===== src/fbd_pkg.sv =====
// fbd_pkg: constants and carrier types for the fieldbus slave diagnostic,
// sync/freeze and clock rounding block.
// assumes a single 200 MHz module clock and an APB register port.
package fbd_pkg;

	// ==========================================================
	// timing
	localparam longint unsigned CLK_HZ      = 64'd200_000_000;
	localparam longint unsigned DIAG_HOLD_S = 64'd10;
	localparam logic [31:0] HOLD_CYCLES = 32'(DIAG_HOLD_S * CLK_HZ);
	localparam logic [31:0] SEC_CYCLES  = 32'(CLK_HZ);
	localparam logic [16:0] DAY_SECONDS = 17'h15180; // 86400
	localparam logic [16:0] HALF_HOUR_S = 17'h00708; // 1800
	localparam logic [16:0] QUARTER_S   = 17'h00384; // 900

	// ==========================================================
	// apb register offsets
	localparam logic [7:0] OFS_CTRL  = 8'h00;
	localparam logic [7:0] OFS_HDR   = 8'h04;
	localparam logic [7:0] OFS_LAST  = 8'h08;
	localparam logic [7:0] OFS_PRES  = 8'h0c;
	localparam logic [7:0] OFS_MODE  = 8'h10;
	localparam logic [7:0] OFS_TOD   = 8'h14;

	// ctrl field positions
	localparam int CTRL_REDUCED  = 0;
	localparam int CTRL_READY    = 1;
	localparam int CTRL_MAINT_LO = 2;
	localparam int CTRL_ABSENT   = 4;
	localparam int CTRL_OOS      = 5;
	localparam int CTRL_LINKDOWN = 6;
	localparam int CTRL_GROUP_LO = 8;
	localparam logic [15:0] CTRL_RESET = 16'h0000;

	// diagnostic byte values and bit positions
	localparam logic [7:0] DIAG0_EXT   = 8'h08;
	localparam logic [7:0] DIAG7_EXT   = 8'h01;
	localparam logic [7:0] DIAG_NONE   = 8'h00;
	localparam int B18_MAINT_LO = 2;
	localparam int B18_ABSENT   = 4;
	localparam int B19_ADD      = 2;
	localparam int B19_REMOVE   = 3;
	localparam int B19_FAULT    = 4;

	// ==========================================================
	// carriers
	typedef enum logic [2:0] {
		FBD_EVT_ADD    = 3'b001,
		FBD_EVT_REMOVE = 3'b010,
		FBD_EVT_FAULT  = 3'b100
	} fbd_evt_e;

	typedef struct packed {
		logic       valid;
		fbd_evt_e   kind;
		logic [4:0] module_idx;
	} fbd_mod_evt_s;

	typedef struct packed {
		logic       valid;
		logic [7:0] group;
		logic       sync;
		logic       unsync;
		logic       freeze;
		logic       unfreeze;
	} fbd_cmd_s;

	typedef struct packed {
		logic        valid;
		logic [15:0] data;
	} fbd_dx_s;

endpackage


===== src/fbd_slave_diag.sv =====
// fbd_slave_diag: fieldbus slave diagnostic bytes, sync/freeze handling of
// cyclic data and half-hour rounding of the time-of-day clock.
// assumes the protocol engine and module-bus logic run on clock_i and hand
// over one-cycle strobes; the breaker input pins are asynchronous.
//
// Notes on behaviour
// - with external diagnostic pending, diagnostic byte 0 reads 08 instead of 00
// - byte 7 reads 01 while external diagnostic pending, else 00
// - external diagnostic only on not ready, maintenance, breaker absent, byte 19
// - bytes 24 to 27 hold one presence bit per module position
// - module add/remove/fault sets last-action bit, marks module, raises coming
// - diagnostic goes 10 s after coming when nothing else changes
// - last action and module stay until a later module event
// - added module enters presence list only when the diagnostic goes
// - removed module leaves presence list only when the diagnostic goes
// - a faulty module keeps its presence bit
// - reduced variant reports only none, out of service, link interrupted
// - no diagnostic interrupt; diagnostic bytes always readable
// - sync for our group moves buffered latest outputs to outputs and holds
// - unsync leaves sync mode; cyclic outputs applied at once
// - freeze latches inputs; refreshed only by another freeze
// - unfreeze updates inputs at once and resumes cyclic refresh
// - after restart neither sync nor freeze until first such command
// - in sync mode received control data is held until sync or unsync
// - clock-sync bit set plus sync rounds time of day to nearest half hour
//
// The APB slave port and the register addresses are this design's own decisions.
module fbd_slave_diag #(
	parameter logic [31:0] HOLD_CNT = fbd_pkg::HOLD_CYCLES,
	parameter logic [31:0] SEC_CNT  = fbd_pkg::SEC_CYCLES
) (
	input  wire logic                  clock_i,
	input  wire logic                  rst_i,
	// apb slave
	input  wire logic                  psel_i,
	input  wire logic                  penable_i,
	input  wire logic                  pwrite_i,
	input  wire logic [7:0]            paddr_i,
	input  wire logic [31:0]           pwdata_i,
	output logic [31:0]                prdata_o,
	output logic                       pready_o,
	output logic                       pslverr_o,
	// fieldbus protocol engine
	input  wire fbd_pkg::fbd_cmd_s     cmd_i,
	input  wire fbd_pkg::fbd_dx_s      dx_i,
	input  wire fbd_pkg::fbd_mod_evt_s mod_evt_i,
	// breaker side
	input  wire logic [15:0]           in_pins_i,
	output logic [15:0]                out_data_o,
	output logic [15:0]                in_data_o,
	output logic                       ext_diag_o,
	output logic [16:0]                tod_o
);
	import fbd_pkg::*;

	// ==========================================================
	// state
	typedef struct packed {
		// software control word and time keeping
		logic [15:0] ctrl;
		logic [16:0] tod;
		logic [31:0] sec_cnt;
		logic [31:0] hold_cnt;
		// module-presence bookkeeping
		logic        coming;
		logic [2:0]  last_act;
		logic [31:0] last_mod;
		logic [31:0] presence;
		logic [31:0] pend_add;
		logic [31:0] pend_rem;
		// cyclic data paths and command modes
		logic [15:0] out_buf;
		logic [15:0] out_data;
		logic [15:0] in_data;
		logic        sync_mode;
		logic        freeze_mode;
		// pin synchroniser; only pin_sync is read by logic
		logic [15:0] pin_meta;
		logic [15:0] pin_sync;
	} fbd_state_s;

	fbd_state_s st;
	fbd_state_s next_st;

	// ==========================================================
	// decode helpers
	// 900 s rounds up; a result of a full day wraps to midnight
	function automatic logic [16:0] round_half_hour(input logic [16:0] t);
		logic [16:0] r;
		r = 17'(((t + QUARTER_S) / HALF_HOUR_S) * HALF_HOUR_S);
		if (r >= DAY_SECONDS)
			r = 17'h00000;
		return r;
	endfunction

	function automatic logic addressed(input logic [7:0] grp,
		input logic [7:0] mine);
		// group zero is a broadcast to every slave
		return (grp == 8'h00) || ((grp & mine) != 8'h00);
	endfunction

	// ==========================================================
	// diagnostic bytes
	logic        reduced;
	logic        ext_diag;
	logic [7:0]  diag_b0;
	logic [7:0]  diag_b7;
	logic [7:0]  diag_b18;
	logic [7:0]  diag_b19;
	logic [7:0]  my_group;
	logic        apb_wr;
	logic        apb_rd_ok;
	logic [31:0] rd_mux;

	assign reduced  = st.ctrl[CTRL_REDUCED];
	assign my_group = st.ctrl[CTRL_GROUP_LO +: 8];

	// reduced variant knows only two causes; module events never
	// reach it, so its byte 19 stays zero
	// the coming flag stands in for byte 19: last-action bits stay set
	// after the diagnostic goes, so they cannot be the trigger themselves
	always_comb
	begin
		if (reduced)
			ext_diag = st.ctrl[CTRL_OOS] | st.ctrl[CTRL_LINKDOWN];
		else
			ext_diag = ~st.ctrl[CTRL_READY]
				| (st.ctrl[CTRL_MAINT_LO +: 2] != 2'b00)
				| st.ctrl[CTRL_ABSENT]
				| st.coming;
		diag_b0  = ext_diag ? DIAG0_EXT : DIAG_NONE;
		diag_b7  = ext_diag ? DIAG7_EXT : DIAG_NONE;
		diag_b18 = 8'h00;
		diag_b19 = 8'h00;
		if (!reduced)
		begin
			diag_b18[B18_MAINT_LO +: 2] = st.ctrl[CTRL_MAINT_LO +: 2];
			diag_b18[B18_ABSENT]        = st.ctrl[CTRL_ABSENT];
			diag_b19[B19_ADD]           = st.last_act[0];
			diag_b19[B19_REMOVE]        = st.last_act[1];
			diag_b19[B19_FAULT]         = st.last_act[2];
		end
	end

	// ==========================================================
	// apb slave: zero wait states, error on unmapped offsets
	assign apb_wr = psel_i & penable_i & pwrite_i;

	// one write strobe per register; shared by every writable offset
	function automatic logic wr_hit(input logic [7:0] ofs);
		return apb_wr && (paddr_i == ofs);
	endfunction

	// diagnostics are plain readable registers, never an interrupt
	always_comb
	begin
		apb_rd_ok = 1'b1;
		rd_mux    = 32'h0000_0000;
		unique case (paddr_i)
			OFS_CTRL: rd_mux = {16'h0000, st.ctrl};
			OFS_HDR:  rd_mux = {diag_b19, diag_b18, diag_b7, diag_b0};
			OFS_LAST: rd_mux = reduced ? 32'h0000_0000 : st.last_mod;
			OFS_PRES: rd_mux = reduced ? 32'h0000_0000 : st.presence;
			OFS_MODE: rd_mux = {29'h0000_0000, st.coming, st.freeze_mode,
				st.sync_mode};
			OFS_TOD:  rd_mux = {15'h0000, st.tod};
			default:  apb_rd_ok = 1'b0;
		endcase
	end

	// pready is tied high: every register is a flop or a mux, so no
	// access ever needs a wait state
	assign pready_o  = 1'b1;
	assign pslverr_o = psel_i & penable_i & ~apb_rd_ok;
	assign prdata_o  = (psel_i & apb_rd_ok) ? rd_mux : 32'h0000_0000;

	// ==========================================================
	// next-state logic
	always_comb
	begin
		logic        cmd_hit;
		logic        sync_cmd;
		logic [15:0] latest;
		cmd_hit  = 1'b0;
		sync_cmd = 1'b0;
		latest   = 16'h0000;
		next_st  = st;

		// two-stage synchroniser on the breaker input pins
		next_st.pin_meta = in_pins_i;
		next_st.pin_sync = st.pin_meta;

		// register writes
		if (wr_hit(OFS_CTRL))
			next_st.ctrl = pwdata_i[15:0];

		// the one-second tick keeps running in sync mode; only the rounding
		// step and a software time load touch the seconds
		// time of day: one-second tick, loaded by software
		if (st.sec_cnt >= SEC_CNT - 32'h0000_0001)
		begin
			next_st.sec_cnt = 32'h0000_0000;
			next_st.tod = (st.tod >= DAY_SECONDS - 17'h00001) ? 17'h00000
				: st.tod + 17'h00001;
		end
		else
			next_st.sec_cnt = st.sec_cnt + 32'h0000_0001;
		if (wr_hit(OFS_TOD))
		begin
			next_st.tod     = pwdata_i[16:0];
			next_st.sec_cnt = 32'h0000_0000;
		end

		// the buffer keeps the last frame even when no frame arrives, so a
		// later sync still finds data to move
		// cyclic output data always lands in the transfer buffer first
		latest = dx_i.valid ? dx_i.data : st.out_buf;
		next_st.out_buf = latest;
		if (!st.sync_mode)
			next_st.out_data = latest;
		// while synced the outputs stay put until the next sync or unsync command

		// freeze and unfreeze both sample the synchronised pins, never the
		// raw ones, so a metastable bit cannot reach the master
		// cyclic input refresh unless frozen
		if (!st.freeze_mode)
			next_st.in_data = st.pin_sync;

		// broadcast control commands; a slave may sit in several groups,
		// so any group bit shared with the configured mask is matched
		// sync copies latest, which already holds a frame of this cycle
		cmd_hit = cmd_i.valid && addressed(cmd_i.group, my_group);
		if (cmd_hit)
		begin
			if (cmd_i.sync)
			begin
				sync_cmd          = 1'b1;
				next_st.sync_mode = 1'b1;
				next_st.out_data  = latest;
			end
			else if (cmd_i.unsync)
			begin
				next_st.sync_mode = 1'b0;
				next_st.out_data  = latest;
			end
			if (cmd_i.freeze)
			begin
				next_st.freeze_mode = 1'b1;
				next_st.in_data     = st.pin_sync;
			end
			else if (cmd_i.unfreeze)
			begin
				next_st.freeze_mode = 1'b0;
				next_st.in_data     = st.pin_sync;
			end
		end

		// clock-sync bit is bit 7 of control byte 1 in the latest frame;
		// the rounding beats a software time load in the same cycle
		if (sync_cmd && latest[15])
		begin
			next_st.tod     = round_half_hour(st.tod);
			next_st.sec_cnt = 32'h0000_0000;
		end

		// pending masks keep presence steady while the diagnostic stands;
		// the master sees the new list only after the diagnostic goes
		// outgoing diagnostic: commit pending presence changes
		if (st.coming)
		begin
			if (st.hold_cnt >= HOLD_CNT - 32'h0000_0001)
			begin
				next_st.coming   = 1'b0;
				next_st.hold_cnt = 32'h0000_0000;
				next_st.presence = (st.presence | st.pend_add)
					& ~st.pend_rem;
				next_st.pend_add = 32'h0000_0000;
				next_st.pend_rem = 32'h0000_0000;
			end
			else
				next_st.hold_cnt = st.hold_cnt + 32'h0000_0001;
		end

		// a fault leaves both pending masks alone, so an earlier add or
		// remove of the same module still commits on expiry
		// module events win over the expiry in the same cycle
		if (mod_evt_i.valid && !reduced)
		begin
			next_st.coming   = 1'b1;
			next_st.hold_cnt = 32'h0000_0000;
			next_st.last_act = mod_evt_i.kind;
			next_st.last_mod = 32'h0000_0001 << mod_evt_i.module_idx;
			unique case (mod_evt_i.kind)
				FBD_EVT_ADD:
				begin
					next_st.pend_add[mod_evt_i.module_idx] = 1'b1;
					next_st.pend_rem[mod_evt_i.module_idx] = 1'b0;
				end
				FBD_EVT_REMOVE:
				begin
					next_st.pend_rem[mod_evt_i.module_idx] = 1'b1;
					next_st.pend_add[mod_evt_i.module_idx] = 1'b0;
				end
				FBD_EVT_FAULT: ;
				default: ;
			endcase
			// an expiry in this cycle already committed older changes
			if (st.coming && st.hold_cnt >= HOLD_CNT - 32'h0000_0001)
			begin
				next_st.pend_add = 32'h0000_0000;
				next_st.pend_rem = 32'h0000_0000;
				if (mod_evt_i.kind == FBD_EVT_ADD)
					next_st.pend_add[mod_evt_i.module_idx] = 1'b1;
				if (mod_evt_i.kind == FBD_EVT_REMOVE)
					next_st.pend_rem[mod_evt_i.module_idx] = 1'b1;
			end
		end
	end

	// ==========================================================
	// a full clear is cheaper than per-field reset values; only ctrl
	// carries a named reset word
	// state register; restart leaves both modes off
	always_ff @(posedge clock_i)
	begin
		if (rst_i)
		begin
			st      <= '0;
			st.ctrl <= CTRL_RESET;
		end
		else
			st <= next_st;
	end

	// data outputs come straight from flops; ext_diag is a level
	// decoded from flops, safe to sample on any edge
	assign out_data_o = st.out_data;
	assign in_data_o  = st.in_data;
	assign tod_o      = st.tod;
	assign ext_diag_o = ext_diag;

endmodule


===== config.mk =====
export PLATFORM = sky130hd
export DESIGN_NAME = fbd_slave_diag
export DESIGN_NICKNAME = d
export VERILOG_FILES = /design/src/fbd_pkg.sv /design/src/fbd_slave_diag.sv
export SDC_FILE = /design/constraint.sdc
export NUM_CORES = 1
export LEC_CHECK = 0
export BUFFER_PORTS_ARGS = -buffer_cell sky130_fd_sc_hd__buf_2
export CAP_MARGIN = 40
export CORE_MARGIN = 2
export CORE_UTILIZATION = 40
export CTS_BUF_LIST = sky130_fd_sc_hd__clkbuf_4
export DETAILED_ROUTE_END_ITERATION = 6
export GPL_ROUTABILITY_DRIVEN = 0
export GPL_TIMING_DRIVEN = 0
export SLEW_MARGIN = 20
export SYNTH_ARGS = -nofsm -noshare
export SYNTH_HDL_FRONTEND = slang
export SYNTH_SLANG_ARGS = --single-unit

===== constraint.sdc =====
create_clock -name clock_i -period 14.1 [get_ports clock_i]
set_input_delay 0 -clock clock_i [delete_from_list [all_inputs] [get_ports clock_i]]
set_output_delay 0 -clock clock_i [all_outputs]
set_load 0.05 [all_outputs]

==> results.md, run 1 <==
- Power Total: 1880 uW
- Drt pass-1 iters: 5
- Slew Viols, Final: 0
- Status: complete, no violations
- Gate Count Post-Synth: 1889
- Final worst setup slack: 2.97 ns
- Most frequent cell after synthesis: dfxtp_1
- VDD IR max: 71.3 uV
- DIE WIDTH: 203 um
- HP Start: in_pins_i[2]
- Hold worst-path end: next_st[2]$_SDFF_PP0_
- Period utilization: 0.789
- Via count: 15330
- CP Data Required Time: 14.74 ns
- Initial core utilization: 0.403
- P_leak: 0.00766 uW
- # Post-CTS Setup Buffers: 0
- CP max stage cell: dfxtp_1
- Fillers: 3919
- Post-DP Area: 17400 sq um
- Largest family of logic cells by synthesized area: simple AND/OR/NAND/NOR gates
- Mux cell area share after synthesis: 0.0453
- Final Hold Fails: 0
- Post-CTS sizing: 0
- Synth async-reset ratio: 0
- Clock Path Buffers: 3
- Layout cells sized above 1: 0.185
- Area of the die: 41400 sq um
- Initial drt markers: 999
- Yosys top cell by area: dfxtp_1
- Post-Synth XOR/XNOR Area: 0.0626
- Dpl ws: 3.23 ns
- Area delta synth->final: 22.0%
- Clk slew on worst S/H paths: 0.07 ns
- Cell area after synthesis: 15900 sq um
- EDFF count, synth: 0
- Max cap viols: 0
- Antenna viol nets, final: 0
- Rel. slew slack: 0.407
- First-pass GRT wire length: 80.0 mm
- Register area share after synthesis: 0.392
- Cell Rows: 73
- Remaining DRCs: 0
- WL final: 51.1 mm
- Final Cell Area: 19400 sq um
- Count of input and output buffers: 164
- PD cells: 96.8 nW/um^2
- Final HPWL DP: 36.9 mm
- Adder-cell area share of the yosys netlist: 0.0340
- Worst hold stages: 3
- Clock net sink count: 311
- Family with the most delay on the worst path: compound AO/OA/AOI/OAI gates
- # setup viols final: 0
- Initial antenna violation count: 1
- Syn avg cell area: 8.42 sq um
- Complex-gate fraction of the synthesized area: 0.188
- Flops & latches, synth: 311
- R2r endpoint: tod_o[3]$_SDFFE_PP0P_
- Die Span Y: 203 um
- Worst reg-to-reg path cell count: 41
- Crit path kind: reg2reg
- Worst path arrival time: 11.77 ns
- RR Startpoint: tod_o[3]$_SDFFE_PP0P_
- Max frequency: 0.0899 GHz
- Pin count of the biggest net entering global routing: 14
- Warnings from Yosys: 0
- Netlist cell types: 102
- Final setup TNS: 0 ns
- Post-layout nets: 2376
- Multi-input gate area: 8740 sq um
- Storage cell area: 6230 sq um
- Layout Skew: 0.0557 ns
- Total grt overflow: 0
- Max FO, Critical Path: 13
- Hold crit path type: in2reg
- Critical Path Sink Type: flop
- R2r setup slk: 2.97 ns
- Clock latency on the worst-skew pair: 0.73 ns
- Buf/Inv on CP: 7
- H-tree depth: 3
- CP peak stage delay: 0.64 ns
- CTS tree: built
- Hold Buf Count CTS: 94
- Commonest cells in the netlist: dfxtp_1, nor2_1, nand2_1
- GRT Overall Usage: 0.243
- Core Area: 39500 sq um
- Vias in the first global route: 15038
- Wirelength per Cell: 18.1 um
- Top_reg_cell synth: dfxtp_1
- Worst-Margin Slew: 0.884 ns
- Simple-gate portion of the synthesized area: 0.218
- Min cycle time layout: 11.13 ns
- Worst Setup Start Kind: flop
- I/O pins: 184
- Via density: 5.44
- Clk root buf: clkbuf_4
- Unrepaired setup endpoints after global routing: false
- CTS buffer count: 83
- Synth area leaders: dfxtp_1, nor2_1, a21oi_1, nand2_1, xnor2_1
- Post-synth top area share: 0.392
## worst max path at each step
stage / from / endpoint / slack (ns) / cells after the start
finish: tod_o[3]$_SDFFE_PP0P_ / tod_o[3]$_SDFFE_PP0P_ / 2.97 / 41
floorplan: tod_o[3]$_SDFFE_PP0P_ / tod_o[3]$_SDFFE_PP0P_ / 4.98 / 40
detailed placement: tod_o[3]$_SDFFE_PP0P_ / tod_o[3]$_SDFFE_PP0P_ / 3.23 / 41
global placement: tod_o[3]$_SDFFE_PP0P_ / tod_o[3]$_SDFFE_PP0P_ / 3.24 / 41
global route: tod_o[3]$_SDFFE_PP0P_ / tod_o[3]$_SDFFE_PP0P_ / 2.30 / 41
CTS: tod_o[3]$_SDFFE_PP0P_ / tod_o[3]$_SDFFE_PP0P_ / 3.16 / 41
## placed cells by master (no fill, tap or decap), drive strengths merged, types with 30 or more instances in the layout
master	n
buf	235
dlygate4sd3	94
nand2	193
xnor2	65
dfxtp	311
nor3	30
mux2i	45
clkbuf	214
a22o	34
xor2	47
a211oi	59
nor2b	40
ha	32
nor2	242
a21oi	169
o21ai	42
nand3	94
## layer usage
layer,wire [um],vias to the layer above,GRT usage
li1,-,7406,-
met5,0,-,0
met1,22200,7226,0.311
met2,23500,583,0.400
met4,1730,0,0.105
met3,3690,115,0.0463
## area by class of cell
| cell class | instances | share of cell area |
|---|---|---|
| Tap cell | 525 | 0.0339 |
| Inverter | 28 | 0.00548 |
| Sequential cell | 311 | 0.321 |
| Timing Repair Buffer | 260 | 0.0918 |
| Multi-Input combinational cell | 1386 | 0.451 |
| Antenna cell | 2 | 0.000258 |
| Clock buffer | 116 | 0.0449 |
| Buffer | 167 | 0.0437 |
| Clock inverter | 24 | 0.00819 |
## state kept, by name, indices dropped and copies added (netlist names)
signal and count:
in_data_o 16, my_group 8, next_st 16, out_data_o 16, reduced 1, st 237
tod_o 17
## worst min-delay path, stage by stage
cell and delay, ns:
dlygate4sd3_1 0.52, buf_2 0.10, nor2b_1 0.12
## cell families (layout without fill, tap and decap cells)
family	after synthesis	after routing
and+or+nand+nor	727	727
muxes	69	69
adders and majority gates	39	39
buffers and inverters	195	595
AOI/OAI and AO/OA	434	434
DFF	311	311
xor gates and xnor gates	112	112
other	2	7
## stage by stage
| stage | std cells | hold WS [ns] | utilization |
|---|---|---|---|
| detailed placement | 2582 | 0.215 | 0.441 |
| global placement | 2581 | 0.208 | 0.441 |
| global route | 2819 | 0.0168 | 0.492 |
| finish | 2819 | 0.0580 | 0.492 |
| floorplan | 1892 | 0.128 | - |
| CTS | 2816 | 0.000363 | 0.491 |
## power breakdown
| group | switching, uW | leakage (uW) | internal (uW) |
|---|---|---|---|
| logic | 113 | 0.00453 | 69.9 |
| clock network | 376 | 0.000606 | 415 |
| registers | 8.91 | 0.00252 | 894 |
(Power assumes the default switching activity.)
==> run 2: changes to the inputs <==
ABC_AREA = 1   (was default)
clock period = 10.5 ns   (was 14.1 ns; I/O delays follow)
==> results.md, run 2 <==
- P_leak: 0.00821 uW (+7.2%)
- GRT Overall Usage: 0.252 (+0.00925)
- Area delta synth->final: 23.5%
- WL final: 52.7 mm (+3.2%)
- Worst-Margin Slew: 0.838 ns (-0.0457 ns)
- Drt pass-1 iters: 6 (+1)
- Clk root buf: clkbuf_4
- VDD IR max: 103 uV (+44%)
- Post-CTS sizing: 0 (unchanged)
- Flops & latches, synth: 311 (unchanged)
- Status: complete, no violations
- Via density: 5.24 (-3.6%)
- H-tree depth: 3 (unchanged)
- Clock Path Buffers: 3 (unchanged)
- M1 GR Usage: 0.322 (+0.0108)
- Critical Path Sink Type: flop
- Syn avg cell area: 7.23 sq um (-14%)
- Clock latency on the worst-skew pair: 0.78 ns (+0.05 ns)
- Max reg flops: 237 (unchanged)
- NetSw: 688 uW (+38%)
- Switching Fraction: 0.260 (-0.00521)
- Period utilization: 0.901 (+0.112)
- PD cells: 134 nW/um^2 (+38%)
- Remaining DRCs: 0 (unchanged)
- # setup viols final: 0 (unchanged)
- Top_reg_cell synth: dfxtp_1
- Unrepaired setup endpoints after global routing: false
- Register area share after synthesis: 0.389 (-0.00257)
- Synth area leaders: dfxtp_1, nand2_1, inv_1, nor2_1, a21oi_1
- Final Cell Area: 19800 sq um (+1.9%)
- Top cell by count, worst path: nand2_1
- Flop pwr share: 0.459 (-0.022)
- Cell Rows: 73 (unchanged)
- M2 GR Usage: 0.398 (-0.00209)
- Max cap viols: 0 (unchanged)
- Pin count of the biggest net entering global routing: 13 (-1)
- Clk slew on worst S/H paths: 0.07 ns (about the same)
- Most frequent cell after synthesis: nand2_1
- Most common cell after layout, fill and taps aside: nand2_1
- Cell area after synthesis: 16000 sq um (+0.66%)
- Max frequency: 0.106 GHz (+18%)
- First-pass GRT wire length: 83.2 mm (+4.1%)
- Vias in the first global route: 16135 (+7.3%)
- Combinational share of power: 0.095 (-0.003)
- Core Area: 39600 sq um (+0.46%)
- Initial core utilization: 0.404 (+0.000795)
- Layout Skew: 0.0360 ns (-0.0197 ns)
- Worst Setup Start Kind: flop
- CTS buffer count: 86 (+3.6%)
- Rel. slew slack: 0.441 (+0.0340)
- Die Span Y: 204 um (+0.32%)
- Gate Count Post-Synth: 2213 (+17%)
- EDFF count, synth: 0 (unchanged)
- Count of input and output buffers: 166 (+1.2%)
- Area of the die: 41600 sq um (+0.65%)
- Max FO, Critical Path: 10 (-3)
- CP peak stage delay: 0.61 ns (-0.03 ns)
- Final Hold Fails: 0 (unchanged)
- Initial drt markers: 1204 (+21%)
- Clock net sink count: 311 (unchanged)
- CP Data Required Time: 11.16 ns (-3.58 ns)
- Hold crit path type: in2reg
- Commonest cells in the netlist: nand2_1, dfxtp_1, inv_1
- Wirelength per Cell: 16.7 um (-8.1%)
- Post-DP Area: 17500 sq um (+0.55%)
- Layout cells sized above 1: 0.164 (-0.0210)
- Worst path arrival time: 10.12 ns (-1.65 ns)
- Yosys top cell by area: dfxtp_1
- Netlist cell types: 67 (-34%)
- Total grt overflow: 0 (unchanged)
- Crit path kind: reg2reg
- Power Internal: 1960 uW (+42%)
- Antenna viol nets, final: 0 (unchanged)
- Final setup TNS: 0 ns (unchanged)
- GR Util met3: 0.0671 (+0.0208)
- Warnings from Yosys: 0 (unchanged)
- Reg with most FFs: st
- Fillers: 3937 (+0.46%)
- Leading cell types in the layout, fill and taps excluded: nand2_1, dfxtp_1, inv_1
- Post-synth top area share: 0.389 (-0.00257)
- Initial antenna violation count: 2 (+1)
- Post-layout nets: 2721 (+15%)
- Min cycle time layout: 9.46 ns (-1.66 ns)
- DIE WIDTH: 204 um (+0.32%)
- I/O pins: 184 (unchanged)
- Final HPWL DP: 38.7 mm (+4.8%)
- Most used routing layer: met2
- CP max stage cell: dfxtp_1
- Slew Viols, Final: 0 (unchanged)
- Via count: 16591 (+8.2%)
- Clock power share: 0.446 (+0.024)
- CTS tree: built
- Synth async-reset ratio: 0 (unchanged)
==> run 2: path summary, 6_finish.rpt <==
path         cells past startpoint                   start  slack [ns]                  endpoint
max                             62   tod_o[3]$_SDFFE_PP0P_        1.04     tod_o[7]$_SDFFE_PP0P_
min                              4             pwdata_i[9]         0.1  my_group[1]$_SDFFE_PP0P_
min reg2reg                      2  next_st[15]$_SDFF_PP0_        0.39         st[15]$_SDFF_PP0_
max reg2reg                     62   tod_o[3]$_SDFFE_PP0P_        1.04     tod_o[7]$_SDFFE_PP0P_
==> run 2: critical path, delay by kind of cell (launching register included) <==
kind / cells / cell delay [ns]
AND/OR/NAND/NOR: 44 / 4.76
adder cells (fa/ha/maj): 5 / 1.59
AO/OA/AOI/OAI: 6 / 1.36
buffers and inverters: 6 / 0.84
flip-flops: 1 / 0.61
XOR/XNOR: 1 / 0.16
==> run 2: kinds of logic (layout without fill, tap and decap cells) <==
group,count (synthesis),in the layout,share of synthesized area
compound gates,423,423,0.167
mux,15,15,0.00938
buf+inv,446,869,0.118
flops,311,311,0.389
fa+ha+maj,39,39,0.0338
other cells,2,7,0.000469
xor+xnor,32,32,0.0180
simple gates,945,945,0.265
==> run 2: cell type report <==
cell class              instances  area, sq um  area share
well taps                     525          657      0.0332
repair buffers                278         1950      0.0986
diodes                          2         5.00    0.000253
clock inverters                20          206      0.0104
plain buffers                 143          738      0.0373
clock buffers                 125          938      0.0475
flip-flops and latches        311         6230       0.315
inverters                     303         1150      0.0580
multi-input cells            1459         7910       0.400
==> run 2: power by group through the flow <==
stage                     registers [uW]  clock network (uW)  logic [uW]
after detailed placement            1240                   0         216
after CTS                           1210                1210         248
after floorplan                     1230                   0         145
after global routing                1210                1260         273
after global placement              1240                   0         213
final                               1210                1180         252
==> run 2: timing repair <==
item                                   4_1_cts  5_1_grt
endpoints found under the hold margin      203        0
setup buffers                                0        0
hold buffers                               111        0
==> run 2: layer usage <==
layer,part of all wire,wire [um]
met3,0.090,4730
met5,0,0
met2,0.44,23200
met1,0.43,22800
met4,0.038,1980
==> run 2: metrics by stage <==
stage / power [uW] / hold WS (ns) / std cells / setup slack, ns / util
2_1_floorplan: 1380 / 0.107 / 2216 / 2.75 / -
3_3_place_gp: 1450 / 0.204 / 2907 / 1.32 / 0.442
3_5_place_dp: 1450 / 0.209 / 2907 / 1.26 / 0.442
4_1_cts: 2670 / 0.00779 / 3163 / 1.20 / 0.498
5_1_grt: 2750 / 0.0944 / 3166 / 0.156 / 0.499
6_report: 2640 / 0.0993 / 3166 / 1.04 / 0.499
